`src/ssr_pkg.sv`:
```
// Constants and types shared by the status reporting block.
// Assumes a single clock domain and synchronous reset.
package ssr_pkg;

  localparam int          SSR_GRP_W      = 16;
  localparam int          SSR_SSB_W      = 8;
  localparam logic [15:0] SSR_GRP_RST    = 16'h0000;
  localparam logic [15:0] SSR_GRP_MASK   = 16'h7fff;
  localparam logic [7:0]  SSR_SSB_RST    = 8'h00;
  localparam logic [7:0]  SSR_SRM_USED   = 8'hbf;

  // Status byte bit positions
  localparam int          SSR_BIT_ERRQ   = 2;
  localparam int          SSR_BIT_QUES   = 3;
  localparam int          SSR_BIT_MSGP   = 4;
  localparam int          SSR_BIT_ESUM   = 5;
  localparam int          SSR_BIT_MSF    = 6;
  localparam int          SSR_BIT_OPER   = 7;

  // Register select codes on the access port
  localparam logic [3:0]  SSR_SEL_SSB    = 4'h0;
  localparam logic [3:0]  SSR_SEL_SRM    = 4'h1;
  localparam logic [3:0]  SSR_SEL_SEVT   = 4'h2;
  localparam logic [3:0]  SSR_SEL_SMSK   = 4'h3;
  localparam logic [3:0]  SSR_SEL_OCOND  = 4'h4;
  localparam logic [3:0]  SSR_SEL_OEVT   = 4'h5;
  localparam logic [3:0]  SSR_SEL_OENA   = 4'h6;
  localparam logic [3:0]  SSR_SEL_ORISE  = 4'h7;
  localparam logic [3:0]  SSR_SEL_OFALL  = 4'h8;
  localparam logic [3:0]  SSR_SEL_QCOND  = 4'h9;
  localparam logic [3:0]  SSR_SEL_QEVT   = 4'ha;
  localparam logic [3:0]  SSR_SEL_QENA   = 4'hb;
  localparam logic [3:0]  SSR_SEL_QRISE  = 4'hc;
  localparam logic [3:0]  SSR_SEL_QFALL  = 4'hd;

  // Part select within a group
  localparam logic [2:0]  SSR_PART_COND  = 3'h0;
  localparam logic [2:0]  SSR_PART_EVT   = 3'h1;
  localparam logic [2:0]  SSR_PART_ENA   = 3'h2;
  localparam logic [2:0]  SSR_PART_RISE  = 3'h3;
  localparam logic [2:0]  SSR_PART_FALL  = 3'h4;

  typedef enum logic [2:0] {
    SSR_SRQ_IDLE = 3'b001,
    SSR_SRQ_RAISE = 3'b010,
    SSR_SRQ_HOLD = 3'b100
  } ssr_srq_st_t;

endpackage : ssr_pkg

```
`src/ssr_group.sv`:
```
// One five-part status group: condition, edge selects, event latch, enable.
// Assumes condition inputs are already synchronous to clk.
`timescale 1ns/1ns
`default_nettype none
module ssr_group
  import ssr_pkg::*;
(
  input  wire logic        clk,       // System clock
  input  wire logic        rst_n,     // Synchronous reset, active low
  input  wire logic [15:0] cond_in,   // Live condition bits
  input  wire logic        wr_en,     // Write strobe
  input  wire logic        rd_en,     // Read strobe
  input  wire logic [2:0]  part,      // Part select
  input  wire logic [15:0] wr_data,   // Write data
  output logic      [15:0] rd_data,   // Read data (combinational)
  output logic             sum_bit    // Masked OR of events
);

  logic [15:0] cond_q;
  logic [15:0] rise_q;
  logic [15:0] fall_q;
  logic [15:0] event_q;
  logic [15:0] enable_q;
  logic [15:0] edge_hit;

  // ==========================================================
  // Condition tracking
  always_ff @(posedge clk) begin
    if (!rst_n) begin
      cond_q <= SSR_GRP_RST;
    end else begin
      cond_q <= cond_in & SSR_GRP_MASK;
    end
  end

  assign edge_hit = ((~cond_q & cond_in & rise_q)
                    | (cond_q & ~cond_in & fall_q)) & SSR_GRP_MASK;

  // ==========================================================
  // Software writable parts
  always_ff @(posedge clk) begin
    if (!rst_n) begin
      rise_q   <= SSR_GRP_RST;
      fall_q   <= SSR_GRP_RST;
      enable_q <= SSR_GRP_RST;
    end else if (wr_en) begin
      case (part)
        SSR_PART_RISE: rise_q   <= wr_data & SSR_GRP_MASK;
        SSR_PART_FALL: fall_q   <= wr_data & SSR_GRP_MASK;
        SSR_PART_ENA:  enable_q <= wr_data & SSR_GRP_MASK;
        default: ;
      endcase
    end
  end

  // ==========================================================
  // Event latch, cleared by read, new edges win
  always_ff @(posedge clk) begin
    if (!rst_n) begin
      event_q <= SSR_GRP_RST;
    end else if (rd_en && part == SSR_PART_EVT) begin
      event_q <= edge_hit;
    end else begin
      event_q <= event_q | edge_hit;
    end
  end

  assign sum_bit = |(event_q & enable_q);

  always_comb begin
    case (part)
      SSR_PART_COND: rd_data = cond_q;
      SSR_PART_EVT:  rd_data = event_q;
      SSR_PART_ENA:  rd_data = enable_q;
      SSR_PART_RISE: rd_data = rise_q;
      SSR_PART_FALL: rd_data = fall_q;
      default:       rd_data = SSR_GRP_RST;
    endcase
  end

endmodule : ssr_group
`default_nettype wire

```
`src/ssr_std_event.sv`:
```
// Standard event latch and its mask (eight bits, set by pulses).
// Assumes event pulses are synchronous to clk.
`timescale 1ns/1ns
`default_nettype none
module ssr_std_event
  import ssr_pkg::*;
(
  input  wire logic       clk,       // System clock
  input  wire logic       rst_n,     // Synchronous reset, active low
  input  wire logic [7:0] set_pulse, // Event set pulses
  input  wire logic       rd_clr,    // Read of latch, clears it
  input  wire logic       mask_wr,   // Mask write strobe
  input  wire logic [7:0] wr_data,   // Mask write data
  output logic      [7:0] latch,     // Latch contents
  output logic      [7:0] mask,      // Mask contents
  output logic            summary    // Masked OR
);

  logic [7:0] latch_q;
  logic [7:0] mask_q;

  always_ff @(posedge clk) begin
    if (!rst_n) begin
      latch_q <= SSR_SSB_RST;
    end else if (rd_clr) begin
      latch_q <= set_pulse;
    end else begin
      latch_q <= latch_q | set_pulse;
    end
  end

  always_ff @(posedge clk) begin
    if (!rst_n) begin
      mask_q <= SSR_SSB_RST;
    end else if (mask_wr) begin
      mask_q <= wr_data;
    end
  end

  assign latch   = latch_q;
  assign mask    = mask_q;
  assign summary = |(latch_q & mask_q);

endmodule : ssr_std_event
`default_nettype wire

```
`src/ssr_top.sv`:
```
// Status reporting top: operation and questionable groups, standard
// event latch, status byte, request mask and service request output.
// Assumes status pins are asynchronous; access port is on clk.
`timescale 1ns/1ns
`default_nettype none
module ssr_top
  import ssr_pkg::*;
(
  input  wire logic        clk,               // System clock, 20 MHz
  input  wire logic        rst_n,             // Synchronous reset, active low
  input  wire logic [15:0] oper_status,       // Operation hardware status
  input  wire logic [15:0] ques_status,       // Questionable hardware status
  input  wire logic [7:0]  std_event_set,     // Standard event pulses
  input  wire logic        error_queued,      // Error queue not empty
  input  wire logic        output_message_pending, // Output buffer has data
  input  wire logic        serial_poll,       // Serial poll strobe
  input  wire logic        reg_wr,            // Register write strobe
  input  wire logic        reg_rd,            // Register read strobe
  input  wire logic [3:0]  reg_sel,           // Register select
  input  wire logic [15:0] reg_wdata,         // Write data
  output logic      [15:0] reg_rdata,         // Read data, registered
  output logic             reg_rvalid,        // Read data valid pulse
  output logic      [7:0]  poll_byte,         // Serial poll answer
  output logic             poll_valid,        // Poll answer pulse
  output logic             service_request    // Bus service request
);

  // ==========================================================
  // Pin synchronisers
  logic [15:0] oper_s1_q, oper_s2_q, ques_s1_q, ques_s2_q;
  logic        errq_s1_q, errq_s2_q, msgp_s1_q, msgp_s2_q;

  always_ff @(posedge clk) begin
    if (!rst_n) begin
      oper_s1_q <= SSR_GRP_RST;
      oper_s2_q <= SSR_GRP_RST;
      ques_s1_q <= SSR_GRP_RST;
      ques_s2_q <= SSR_GRP_RST;
      errq_s1_q <= 1'b0;
      errq_s2_q <= 1'b0;
      msgp_s1_q <= 1'b0;
      msgp_s2_q <= 1'b0;
    end else begin
      oper_s1_q <= oper_status;
      oper_s2_q <= oper_s1_q;
      ques_s1_q <= ques_status;
      ques_s2_q <= ques_s1_q;
      errq_s1_q <= error_queued;
      errq_s2_q <= errq_s1_q;
      msgp_s1_q <= output_message_pending;
      msgp_s2_q <= msgp_s1_q;
    end
  end

  // ==========================================================
  // Access decode
  function automatic logic in_range(input logic [3:0] s, input logic [3:0] lo, input logic [3:0] hi);
    in_range = (s >= lo) && (s <= hi);
  endfunction : in_range

  function automatic logic [2:0] part_of(input logic [3:0] s, input logic [3:0] base);
    logic [3:0] d;
    d = s - base;
    part_of = d[2:0];
  endfunction : part_of

  logic        oper_hit, ques_hit;
  logic [2:0]  oper_part, ques_part;
  logic [15:0] oper_rd, ques_rd;
  logic        oper_sum, ques_sum;

  assign oper_hit  = in_range(reg_sel, SSR_SEL_OCOND, SSR_SEL_OFALL);
  assign ques_hit  = in_range(reg_sel, SSR_SEL_QCOND, SSR_SEL_QFALL);
  assign oper_part = part_of(reg_sel, SSR_SEL_OCOND);
  assign ques_part = part_of(reg_sel, SSR_SEL_QCOND);

  // ==========================================================
  // Lower groups
  ssr_group u_oper (
    .clk     (clk),
    .rst_n   (rst_n),
    .cond_in (oper_s2_q),
    .wr_en   (reg_wr && oper_hit),
    .rd_en   (reg_rd && oper_hit),
    .part    (oper_part),
    .wr_data (reg_wdata),
    .rd_data (oper_rd),
    .sum_bit (oper_sum)
  );

  ssr_group u_ques (
    .clk     (clk),
    .rst_n   (rst_n),
    .cond_in (ques_s2_q),
    .wr_en   (reg_wr && ques_hit),
    .rd_en   (reg_rd && ques_hit),
    .part    (ques_part),
    .wr_data (reg_wdata),
    .rd_data (ques_rd),
    .sum_bit (ques_sum)
  );

  logic [7:0] std_latch, std_mask;
  logic       standard_event_summary;

  ssr_std_event u_std (
    .clk       (clk),
    .rst_n     (rst_n),
    .set_pulse (std_event_set),
    .rd_clr    (reg_rd && reg_sel == SSR_SEL_SEVT),
    .mask_wr   (reg_wr && reg_sel == SSR_SEL_SMSK),
    .wr_data   (reg_wdata[7:0]),
    .latch     (std_latch),
    .mask      (std_mask),
    .summary   (standard_event_summary)
  );

  // ==========================================================
  // Status byte and request mask
  logic [7:0] service_request_mask_q;
  logic [7:0] status_base;
  logic [7:0] summary_status_byte;
  logic       master_summary_flag;
  logic [7:0] status_prev_q;
  logic       srq_edge;

  always_ff @(posedge clk) begin
    if (!rst_n) begin
      service_request_mask_q <= SSR_SSB_RST;
    end else if (reg_wr && reg_sel == SSR_SEL_SRM) begin
      service_request_mask_q <= reg_wdata[7:0];
    end
  end

  always_comb begin
    status_base               = SSR_SSB_RST;
    status_base[SSR_BIT_ERRQ] = errq_s2_q;
    status_base[SSR_BIT_QUES] = ques_sum;
    status_base[SSR_BIT_MSGP] = msgp_s2_q;
    status_base[SSR_BIT_ESUM] = standard_event_summary;
    status_base[SSR_BIT_OPER] = oper_sum;
  end

  assign master_summary_flag = |(status_base & service_request_mask_q & SSR_SRM_USED);

  always_comb begin
    summary_status_byte              = status_base;
    summary_status_byte[SSR_BIT_MSF] = master_summary_flag;
  end

  always_ff @(posedge clk) begin
    if (!rst_n) begin
      status_prev_q <= SSR_SSB_RST;
    end else begin
      status_prev_q <= status_base;
    end
  end

  // Rising masked bit, includes the error queue turning non-empty when bit 2 enabled
  assign srq_edge = |(status_base & ~status_prev_q & service_request_mask_q & SSR_SRM_USED);

  // ==========================================================
  // Service request sequencing
  ssr_srq_st_t srq_st_q;

  always_ff @(posedge clk) begin
    if (!rst_n) begin
      srq_st_q <= SSR_SRQ_IDLE;
    end else begin
      case (srq_st_q)
        SSR_SRQ_IDLE:  if (srq_edge) srq_st_q <= SSR_SRQ_RAISE;
        SSR_SRQ_RAISE: srq_st_q <= SSR_SRQ_HOLD;
        SSR_SRQ_HOLD:  if (!master_summary_flag && !srq_edge) srq_st_q <= SSR_SRQ_IDLE;
        default:       srq_st_q <= SSR_SRQ_IDLE;
      endcase
    end
  end

  always_ff @(posedge clk) begin
    if (!rst_n) begin
      service_request <= 1'b0;
    end else begin
      service_request <= (srq_st_q != SSR_SRQ_IDLE) || srq_edge;
    end
  end

  // ==========================================================
  // Read path
  always_ff @(posedge clk) begin
    if (!rst_n) begin
      reg_rdata  <= SSR_GRP_RST;
      reg_rvalid <= 1'b0;
    end else begin
      reg_rvalid <= reg_rd;
      if (reg_rd) begin
        if (oper_hit) begin
          reg_rdata <= oper_rd;
        end else if (ques_hit) begin
          reg_rdata <= ques_rd;
        end else begin
          case (reg_sel)
            SSR_SEL_SSB:  reg_rdata <= {8'h00, summary_status_byte};
            SSR_SEL_SRM:  reg_rdata <= {8'h00, service_request_mask_q};
            SSR_SEL_SEVT: reg_rdata <= {8'h00, std_latch};
            SSR_SEL_SMSK: reg_rdata <= {8'h00, std_mask};
            default:     reg_rdata <= SSR_GRP_RST;
          endcase
        end
      end
    end
  end

  always_ff @(posedge clk) begin
    if (!rst_n) begin
      poll_byte  <= SSR_SSB_RST;
      poll_valid <= 1'b0;
    end else begin
      poll_valid <= serial_poll;
      if (serial_poll) begin
        poll_byte <= summary_status_byte;
      end
    end
  end

endmodule : ssr_top
`default_nettype wire

```
`config.mk`:
```
export PLATFORM = sky130hd
export DESIGN_NAME = ssr_top
export DESIGN_NICKNAME = d
export VERILOG_FILES = /design/src/ssr_pkg.sv /design/src/ssr_group.sv /design/src/ssr_std_event.sv /design/src/ssr_top.sv
export SDC_FILE = /design/constraint.sdc
export NUM_CORES = 1
export LEC_CHECK = 0
export BUFFER_PORTS_ARGS = -buffer_cell sky130_fd_sc_hd__buf_2
export CAP_MARGIN = 20
export CORE_ASPECT_RATIO = 0.75
export CORE_MARGIN = 2
export CORE_UTILIZATION = 60
export CTS_CLUSTER_SIZE = 40
export DETAILED_ROUTE_END_ITERATION = 16
export PLACE_DENSITY = 0.8
export SYNTH_ARGS = -nofsm -noshare
export SYNTH_HDL_FRONTEND = slang
export SYNTH_HIERARCHICAL = 1
export SYNTH_SLANG_ARGS = --single-unit
export TNS_END_PERCENT = 1
```
`constraint.sdc`:
```
create_clock -name clk -period 4.59 [get_ports clk]
set_input_delay 0.459 -clock clk [delete_from_list [all_inputs] [get_ports clk]]
set_output_delay 0.459 -clock clk [all_outputs]
set_load 0.005 [all_outputs]
```
==> out/qor.yml, run 1 <==
maxSlewHeadroom_pct: 27.6
clock_sinks: 271
dieArea_mm2: 0.0197
hold_class: "input port to register"
use_met2_pct: 42.4
pwr-share-comb_pct: 6.3
root_buffer: "clkbuf_16"
netlist_area_mm2: 0.0111
core_mm2: 0.0183
drc_errors: 0
num_antenna_cells: 0
powerDensity_mw_per_mm2: 394
cts_made_buffers: 25
grt_pass1_vias: 8284
critPathLaunchType: "input port"
cts_resized: 0
cts_htree_levels: 1
largest_reg_flops: 16
grt_pass1_wl_mm: 42.9
drv_cap: 0
grt_util_met1_pct: 38.5
p_sw_share_pct: 22.7
antenna_found_initial: 0
end_kind: "register"
ioPinCount: 94
syn_to_final_growth_pct: 11.3
clk_path_buf_depth: 3
routed_wl_mm: 27.1
vias: 8959
final_cells: 1506
max_freq_mhz: 346
tightestPinTransition_ns: 1.08
placementRows: 43
synth_cells: 1197
initial_core_util_pct: 60.6
grt_overflow: 0
largest_register: "reg_rdata"
fin_util_pct: 67.5
initialDrtViolationCount: 827
slew_viol_final: 0
first_pass_iters: 5
cts_tree: "done"
rsz0062_at_grt: "no"
required_ns: 4.95
use_met3_pct: 5.07
crit_chain: "buf_2 > inv_1 > ha_1 > nor2b_2 > mux2i_1 > buf_4 > nor2_1 > nand4bb_1 > nand2_1 > a31oi_1"
hold_viol: 0
switchingPower_uw: 1110
portBuffers: 88
clkTransAtPathRegs_ns: 0.06
die_h_um: 122
viasPerCell: 5.95
p_seq_share_pct: 50.1
cts_hold_buffers: 0
dieWidth_um: 161
fin_crit_sh_pct: 63.0
cp_slowest_stage_delay_ns: 0.75
wl_per_cell_um: 18.0
status: "finished, final reports clean"
fin_nets: 1313
dpl.hpwl_mm: 17.8
fin_crit_ns: 2.89
internal_power_uw: 3770
critPathKind: "input port to register"
critPathSlowestCell: "nand4bb_1"
dp_cells: 1460
synth.avg_cell_area_um2: 9.29
clk_latency_ns: 0.52
final.setup_skew_ns: 0.0134
grt_max_degree: 91
gp_congestion: 0.878
drtAntennaViolNets: 0
p_clk_share_pct: 43.6
drive_above_1_share_pct: 12.9
hold_ws_ns: 0.142
setup_violations: 0
power.leakage_uw: 0.00463
cp_max_fo: 15
top_usage_layer: "met2"
grt.total_usage_pct: 27.2
yosysWarnings: 6
cts_setup_buffers: 0
irDropWorstVdd_mv: 0.377
tns_ns: 0
cp.arrival_ns: 3.25
[path summary, 6_finish.rpt]
kind                                                   start                             to  slack [ns]  cells after the start
worst max-delay path                              reg_sel[0]  u_oper/event_q[12]$_SDFF_PN0_        1.70                     10
worst min-delay path                         ques_status[14]       ques_s1_q[14]$_SDFF_PN0_        0.14                      2
worst max register to register  u_ques/event_q[5]$_SDFF_PN0_      reg_rdata[6]$_SDFFE_PN0P_        2.19                      7
worst min register to register      ques_s1_q[12]$_SDFF_PN0_       ques_s2_q[12]$_SDFF_PN0_        0.42                      1
[critical path, delay by kind of cell]
family | cells | cell delay (ns)
AO/OA/AOI/OAI | 1 | 0.11
AND/OR/NAND/NOR | 4 | 1.46
multiplexers | 1 | 0.13
buffers and inverters | 3 | 0.70
adder cells (fa/ha/maj) | 1 | 0.39
[power groups by stage]
stage | logic (uW) | registers, uW | clock network (uW)
after floorplan | 214 | 2480 | 0
after global placement | 297 | 2490 | 0
after detailed placement | 301 | 2500 | 0
after CTS | 302 | 2440 | 2160
after global routing | 335 | 2450 | 2250
final | 307 | 2440 | 2130
[metrics by stage]
stage          worst slack [ns]  power, uW  cell area (um2)
2_1_floorplan              2.19       2700            11100
3_5_place_dp               1.20       2800            11500
6_report                   1.70       4880            12400
4_1_cts                    1.74       4900            12400
5_1_grt                    1.47       5030            12400
3_3_place_gp               1.30       2790            11500
[cell type report]
cell class,count,area [um2]
fill,1476,5960
sequential,271,5430
multi-input combinational,831,5220
clock buffer,31,698
timing repair buffer,101,544
tap,247,309
clock inverter,14,149
inverter,11,41.3
[per-layer routing]
metal	vias up	routed length (um)
met5	-	0
met4	0	678
met3	54	2400
met2	392	11700
met1	4223	12300
li1	4290	-
[layout by cell type, fill, tap and decap left out, types with 4 or more instances in the layout]
master and n:
a21oi_1 73, a221oi_1 7, a222oi_1 6, a22o_1 10, a22oi_1 22, a31o_1 20, a31o_2 6, a31oi_1 34
and2_1 102, and3_1 6, buf_2 87, buf_4 13, clkbuf_16 25, clkbuf_8 5, clkinv_2 10, conb_1 4
dfxtp_1 271, ha_1 5, inv_1 6, mux2i_1 82, nand2_1 200, nand3_1 30, nand3b_1 60, nand4bb_1 7
nor2_1 11, nor2b_1 29, o21a_1 9, o21ai_0 18, o21ai_1 22, o22ai_1 30, o2bb2ai_1 8
(Power assumes the default switching activity.)
==> run 2, diff against run 1 <==
- CORE_UTILIZATION: 60 -> 59
- PLACE_DENSITY: 0.8 -> 0.79
- clock period: 4.59 -> 3 ns (I/O delays scaled with it)
==> run 2 against run 1 <==
Via count rose by 3.1%. Cell area rose by 4.1%. Register-to-register slack got worse by 1.6 ns. Highest routed layer unchanged. Utilization rose by 2.2 points. Total power rose by 55%. Routed wire length rose by 3.6%. Cell count rose by 3.5%. Hold slack got worse by 0.14 ns.
==> out/qor.yml, run 2 (synthesis results as in run 1) <==
grt_overflow: 0  # unchanged
grt_max_degree: 77  # was 91
dieArea_mm2: 0.0200  # was 0.0197 mm2
irDropWorstVdd_mv: 0.453  # was 0.377 mV
initial_core_util_pct: 60.1  # was 60.6%
dieWidth_um: 163  # was 161 um
core_mm2: 0.0185  # was 0.0183 mm2
drv_cap: 0  # unchanged
cts_tree: "done"  # unchanged
multi_input_area_mm2: 0.00522  # unchanged
drive_above_1_share_pct: 13.1  # was 12.9%
critPathLaunchType: "register"  # was input port
end_kind: "register"  # unchanged
rsz0062_at_grt: "no"  # unchanged
cts_setup_buffers: 0  # unchanged
die_h_um: 123  # was 122 um
syn_to_final_growth_pct: 15.9  # was 11.3%
cts_resized: 0  # unchanged
tightestPinTransition_ns: 0.977  # was 1.08 ns
status: "finished, final reports clean"  # unchanged
max_freq_mhz: 413
nFillCells: 1478  # was 1476
cp_max_fo: 4  # was 15
drc_errors: 0  # unchanged
required_ns: 3.41  # was 4.95 ns
ioPinCount: 94  # unchanged
clkTransAtPathRegs_ns: 0.06  # about the same
portBuffers: 88  # unchanged
clk_latency_ns: 0.52  # about the same
root_buffer: "clkbuf_16"  # unchanged
critPathKind: "register to register"  # was input port to register
largest_reg_flops: 16  # unchanged
cts_htree_levels: 1  # unchanged
tns_ns: 0  # unchanged
grt_pass1_vias: 8373  # was 8284
mostFrequentLayoutCells: "dfxtp_1, nand2_1, and2_1"  # unchanged
wl_per_cell_um: 18.0  # about the same
cp.arrival_ns: 2.83  # was 3.25 ns
drtAntennaViolNets: 0  # unchanged
initialDrtViolationCount: 1003  # was 827
slew_viol_final: 0  # unchanged
final.setup_skew_ns: 0.00770  # was 0.0134 ns
fin_crit_ns: 2.42
maxSlewHeadroom_pct: 34.6  # was 27.6%
grt_pass1_wl_mm: 44.3  # was 42.9 mm
vias: 9237  # was 8959
grt.total_usage_pct: 27.9  # was 27.2%
fin_nets: 1367  # was 1313
antenna_found_initial: 0  # unchanged
largest_register: "reg_rdata"  # unchanged
num_antenna_cells: 0  # unchanged
gp_congestion: 0.889  # was 0.878
setup_violations: 0  # unchanged
fin_util_pct: 69.7  # was 67.5%
viasPerCell: 5.92  # was 5.95
placementRows: 43  # unchanged
cts_made_buffers: 25  # unchanged
final_common_cell: "dfxtp_1"  # unchanged
hold_viol: 0  # unchanged
clock_sinks: 271  # unchanged
dpl.hpwl_mm: 18.5  # was 17.8 mm
routed_wl_mm: 28.1  # was 27.1 mm
clk_path_buf_depth: 3  # unchanged
powerDensity_mw_per_mm2: 586  # was 394 mW/mm2
regArea_mm2: 0.00543  # unchanged
fin_crit_sh_pct: 80.6
power.leakage_uw: 0.00485  # was 0.00463 uW
first_pass_iters: 5  # unchanged
hold_class: "input port to register"  # unchanged
==> run 2: changes by cell type in the layout (fill, tap and decap cells not counted) <==
cell | previous run | this run
bufinv_16 | 3 | 4
clkinv_2 | 10 | 5
clkbuf_8 | 5 | 3
buf_12 | 0 | 1
dlygate4sd3_1 | 0 | 39
clkbuf_1 | 1 | 6
clkinv_4 | 1 | 0
buf_4 | 13 | 27
clkinvlp_4 | 0 | 1
==> run 2: worst max-delay path: stages (launching register included) <==
cell and delay [ns]:
dfxtp_1 0.35, a222oi_1 0.37, and3_1 0.28, nand4_1 0.35
nand2_1 0.25, o22ai_1 0.10, or3_1 0.42, o21a_1 0.20
==> run 2: final cells by class <==
| type | count | share of cell area [%] |
|---|---|---|
| flip-flops and latches | 271 | 42.1 |
| inverters | 11 | 0.320 |
| well taps | 247 | 2.40 |
| clock buffers | 34 | 5.35 |
| multi-input cells | 831 | 40.5 |
| repair buffers | 155 | 8.22 |
| clock inverters | 10 | 1.18 |
==> run 2: metrics by stage <==
step                      worst slack, ns  hold WS, ns  instances  area [um2]  power [uW]
after floorplan                     0.760        0.412       1198       11100        4130
after global placement              0.364        0.417       1476       11700        4290
after detailed placement            0.222        0.418       1476       11700        4300
after CTS                           0.699     0.000266       1558       12900        7580
after global routing                0.477      0.00125       1559       12900        7810
final                               0.581      0.00533       1559       12900        7560
==> run 2: timing repair <==
item / in CTS / in global routing
endpoints found under the hold margin: 38 / 1
endpoints found under the setup margin: 0 / 0
hold buffers: 38 / 1
==> run 2: path summary, 6_finish.rpt <==
kind / startpoint / endpoint / slack [ns] / depth (start not counted)
max: u_oper/enable_q[11]$_SDFFE_PN0P_ / service_request$_SDFF_PN0_ / 0.58 / 7
min: oper_status[7] / oper_s1_q[7]$_SDFF_PN0_ / 0.005 / 2
max reg2reg: u_oper/enable_q[11]$_SDFFE_PN0P_ / service_request$_SDFF_PN0_ / 0.58 / 7
min reg2reg: oper_s1_q[9]$_SDFF_PN0_ / oper_s2_q[9]$_SDFF_PN0_ / 0.43 / 1
==> run 2: report_power, final <==
group          internal (uW)  switching (uW)  leakage [uW]  total [uW]
sequential              3680            55.2       0.00221        3740
clock                   1950            1330      0.000413        3280
combinational            224             309       0.00223         533
==> run 2: per-layer routing <==
| layer | GRT usage, % | part of all wire, % | vias to the layer above |
|---|---|---|---|
| met5 | 0 | 0 | - |
| met4 | 7.74 | 2.5 | 0 |
| met3 | 4.83 | 8.6 | 55 |
| met2 | 43.5 | 43 | 385 |
| met1 | 40.3 | 46 | 4412 |
| li1 | - | - | 4385 |
==> run 3, diff against run 2 <==
- ABC_AREA: unset -> 1
- CORE_UTILIZATION: 59 -> 55
- PLACE_DENSITY: 0.79 -> 0.77
- clock period: 3 -> 1.99 ns (I/O delays scaled with it)
==> run 3 against run 2 <==
Total power rose by 62%. Die area up 22%. Worst setup slack worse by 0.38 ns. Critical path depth rose by 3. Clock power up 67%. First-iteration DRC count grew 21%. Maximum frequency up 35%. Clock-buffer cell count is 6 higher. Sequential power increased by 52%. Synthesized cell count is 63% higher. Sequential share of layout area fell by 6.1 points.
==> out/qor.yml, run 3 <==
gp_congestion: 0.915  # was 0.889
tns_ns: 0  # unchanged
drive_above_1_share_pct: 11.4  # was 13.1%
cp_max_fo: 3  # was 4
initialDrtViolationCount: 1209  # was 1003
drc_errors: 0  # unchanged
crit_chain: "nand2_1 > nand4_1 > nor2_1 > nand2_1 > nand2_1 > nand3_1 > nor2_1 > nor2_1 > nor2_1 > a21oi_1"  # was a222oi_1 > and3_1 > nand4_1 > nand2_1 > o22ai_1 > or3_1 > o21a_1
synth.avg_cell_area_um2: 6.52  # was 9.29 um2
grt_overflow: 0  # unchanged
required_ns: 2.42  # was 3.41 ns
cts_htree_levels: 1  # unchanged
critPathKind: "register to register"  # unchanged
end_kind: "register"  # unchanged
dieArea_mm2: 0.0243  # was 0.0200 mm2
ioPinCount: 94  # unchanged
cp_top_family: "simple AND/OR/NAND/NOR gates"  # unchanged
first_pass_iters: 6  # was 5
largest_reg_flops: 16  # unchanged
dpl.hpwl_mm: 25.2  # was 18.5 mm
grt_pass1_vias: 10921  # was 8373
cts_made_buffers: 26  # was 25
rsz0062_at_grt: "no"  # unchanged
maxSlewHeadroom_pct: 54.0  # was 34.6%
status: "finished, final reports clean"  # unchanged
rr_endpoint: "reg_rdata[6]$_SDFFE_PN0P_"  # was service_request$_SDFF_PN0_
mostFrequentLayoutCells: "nand2_1, inv_1, nor2_1"  # was dfxtp_1, nand2_1, and2_1
dieWidth_um: 179  # was 163 um
largest_register: "reg_rdata"  # unchanged
root_buffer: "clkbuf_16"  # unchanged
cp_num_buf_inv: 0  # unchanged
final_cells: 2411  # was 1559
wl_per_cell_um: 14.9  # was 18.0 um
die_h_um: 136  # was 123 um
power.leakage_uw: 0.00786  # was 0.00485 uW
core_mm2: 0.0228  # was 0.0185 mm2
hold_viol: 0  # unchanged
placementRows: 48  # was 43
cp.arrival_ns: 2.21  # was 2.83 ns
internal_power_uw: 9270  # was 5860 uW
r2r_slack_ns: 0.20  # was 0.58 ns
initial_core_util_pct: 55.6  # was 60.1%
viasPerCell: 5.11  # was 5.92
p_sw_share_pct: 24.2  # was 22.5%
vias: 12311  # was 9237
dpl_cell_area_mm2: 0.0137  # was 0.0117 mm2
final_common_cell: "nand2_1"  # was dfxtp_1
clk_path_buf_depth: 3  # unchanged
hold_path_depth: 3  # was 2
dp_cells: 2319  # was 1476
r2r_cells: 10  # was 7
tightestPinTransition_ns: 0.689  # was 0.977 ns
min_from: "reg_wdata[9]"  # was oper_status[7]
multi_input_area_mm2: 0.00547  # was 0.00522 mm2
synth_cells: 1946  # was 1197
cts_resized: 0  # unchanged
fin_crit_sh_pct: 89.8  # was 80.6%
p_clk_share_pct: 44.7  # was 43.4%
cts_setup_buffers: 0  # unchanged
irDropWorstVdd_mv: 0.584  # was 0.453 mV
setup_violations: 0  # unchanged
clock_sinks: 271  # unchanged
final.setup_skew_ns: 0.0104  # was 0.00770 ns
antenna_found_initial: 1  # was 0
netlist_area_mm2: 0.0127  # was 0.0111 mm2
critPathSlowestCell: "dfxtp_1"  # was or3_1
cp_slowest_stage_delay_ns: 0.34  # was 0.42 ns
portBuffers: 88  # unchanged
grt_pass1_wl_mm: 56.5  # was 44.3 mm
syn_to_final_growth_pct: 18.8  # was 15.9%
timing.rr.start: "u_ques/event_q[2]$_SDFF_PN0_"  # was u_oper/enable_q[11]$_SDFFE_PN0P_
nFillCells: 1966  # was 1478
powerDensity_mw_per_mm2: 813  # was 586 mW/mm2
grt_max_degree: 79  # was 77
clk_latency_ns: 0.55  # was 0.52 ns
grt.total_usage_pct: 29.6  # was 27.9%
drv_cap: 0  # unchanged
hold_class: "input port to register"  # unchanged
pwr-share-comb_pct: 8.7  # was 7.1%
critPathLaunchType: "register"  # unchanged
max_freq_mhz: 560  # was 413 MHz
finalInstanceArea_mm2: 0.0151  # was 0.0129 mm2
slew_viol_final: 0  # unchanged
hold_end: "u_oper/rise_q[9]$_SDFFE_PN0P_"  # was oper_s1_q[7]$_SDFF_PN0_
yosysWarnings: 6  # unchanged
fin_nets: 2162  # was 1367
crit_top_cell: "nor2_1"
drtAntennaViolNets: 0  # unchanged
cts_tree: "done"  # unchanged
p_seq_share_pct: 46.6  # was 49.5%
switchingPower_uw: 2970  # was 1700 uW
fin_crit_ns: 1.79  # was 2.42 ns
routed_wl_mm: 36.0  # was 28.1 mm
clkTransAtPathRegs_ns: 0.07  # was 0.06 ns
regArea_mm2: 0.00543  # unchanged
run 3: area by class of cell:
| type | count | share of cell area [%] |
|---|---|---|
| tap | 300 | 2.49 |
| timing repair buffer | 201 | 10.2 |
| inverter | 341 | 8.54 |
| clock buffer | 40 | 5.33 |
| antenna | 1 | 0.0166 |
| sequential | 271 | 36.0 |
| multi-input combinational | 1249 | 36.3 |
| clock inverter | 8 | 1.05 |
run 3: power by group through the flow:
stage               Sequential, uW  Combinational (uW)  Clock, uW
floorplan                     5780                 589          0
global placement              5810                 952          0
detailed placement            5820                 979          0
CTS                           5700                1050       5530
global route                  5710                1170       5740
finish                        5700                1070       5470
run 3: worst max-delay path by stage:
stage / from / end / slack, ns / cells past startpoint
2_1_floorplan: reg_sel[0] / u_oper/enable_q[10]$_SDFFE_PN0P_ / 0.08 / 13
3_3_place_gp: reg_sel[0] / reg_rdata[5]$_SDFFE_PN0P_ / -0.13 / 17
3_5_place_dp: reg_sel[0] / reg_rdata[5]$_SDFFE_PN0P_ / -0.22 / 17
4_1_cts: u_ques/event_q[7]$_SDFF_PN0_ / reg_rdata[6]$_SDFFE_PN0P_ / 0.22 / 10
5_1_grt: u_ques/event_q[2]$_SDFF_PN0_ / reg_rdata[6]$_SDFFE_PN0P_ / 0.05 / 10
6_report: u_ques/event_q[2]$_SDFF_PN0_ / reg_rdata[6]$_SDFFE_PN0P_ / 0.20 / 10
run 3: routing by layer:
metal  part of all wire (%)  wire length, um  GRT usage, %  vias up
li1                       -                -             -     6146
met1                     45            16100          43.2     5537
met2                     42            15300          44.2      542
met3                    9.5             3430          4.83       86
met4                    3.4             1210          10.1        0
met5                      0                0             0        -
run 3: timing repair:
item / 4_1_cts / 5_1_grt
hold endpoints to repair: 55 / 0
hold buffers: 42 / 0
endpoints found under the setup margin: 0 / 0
run 3: metrics by stage:
stage / setup slack (ns) / util (%) / total power [uW] / hold slack, ns
final: 0.203 / 66.0 / 12200 / 0.0265
after global routing: 0.0491 / 66.0 / 12600 / 0.0107
after CTS: 0.215 / 65.9 / 12300 / 0.00685
after detailed placement: -0.218 / 59.9 / 6800 / 0.382
after global placement: -0.125 / 59.9 / 6760 / 0.374
after floorplan: 0.0800 / - / 6370 / 0.292
run 3: tightest hold or removal path: stages:
cell	delay, ns
buf_2	0.17
nor2_1	0.12
nor2_1	0.05
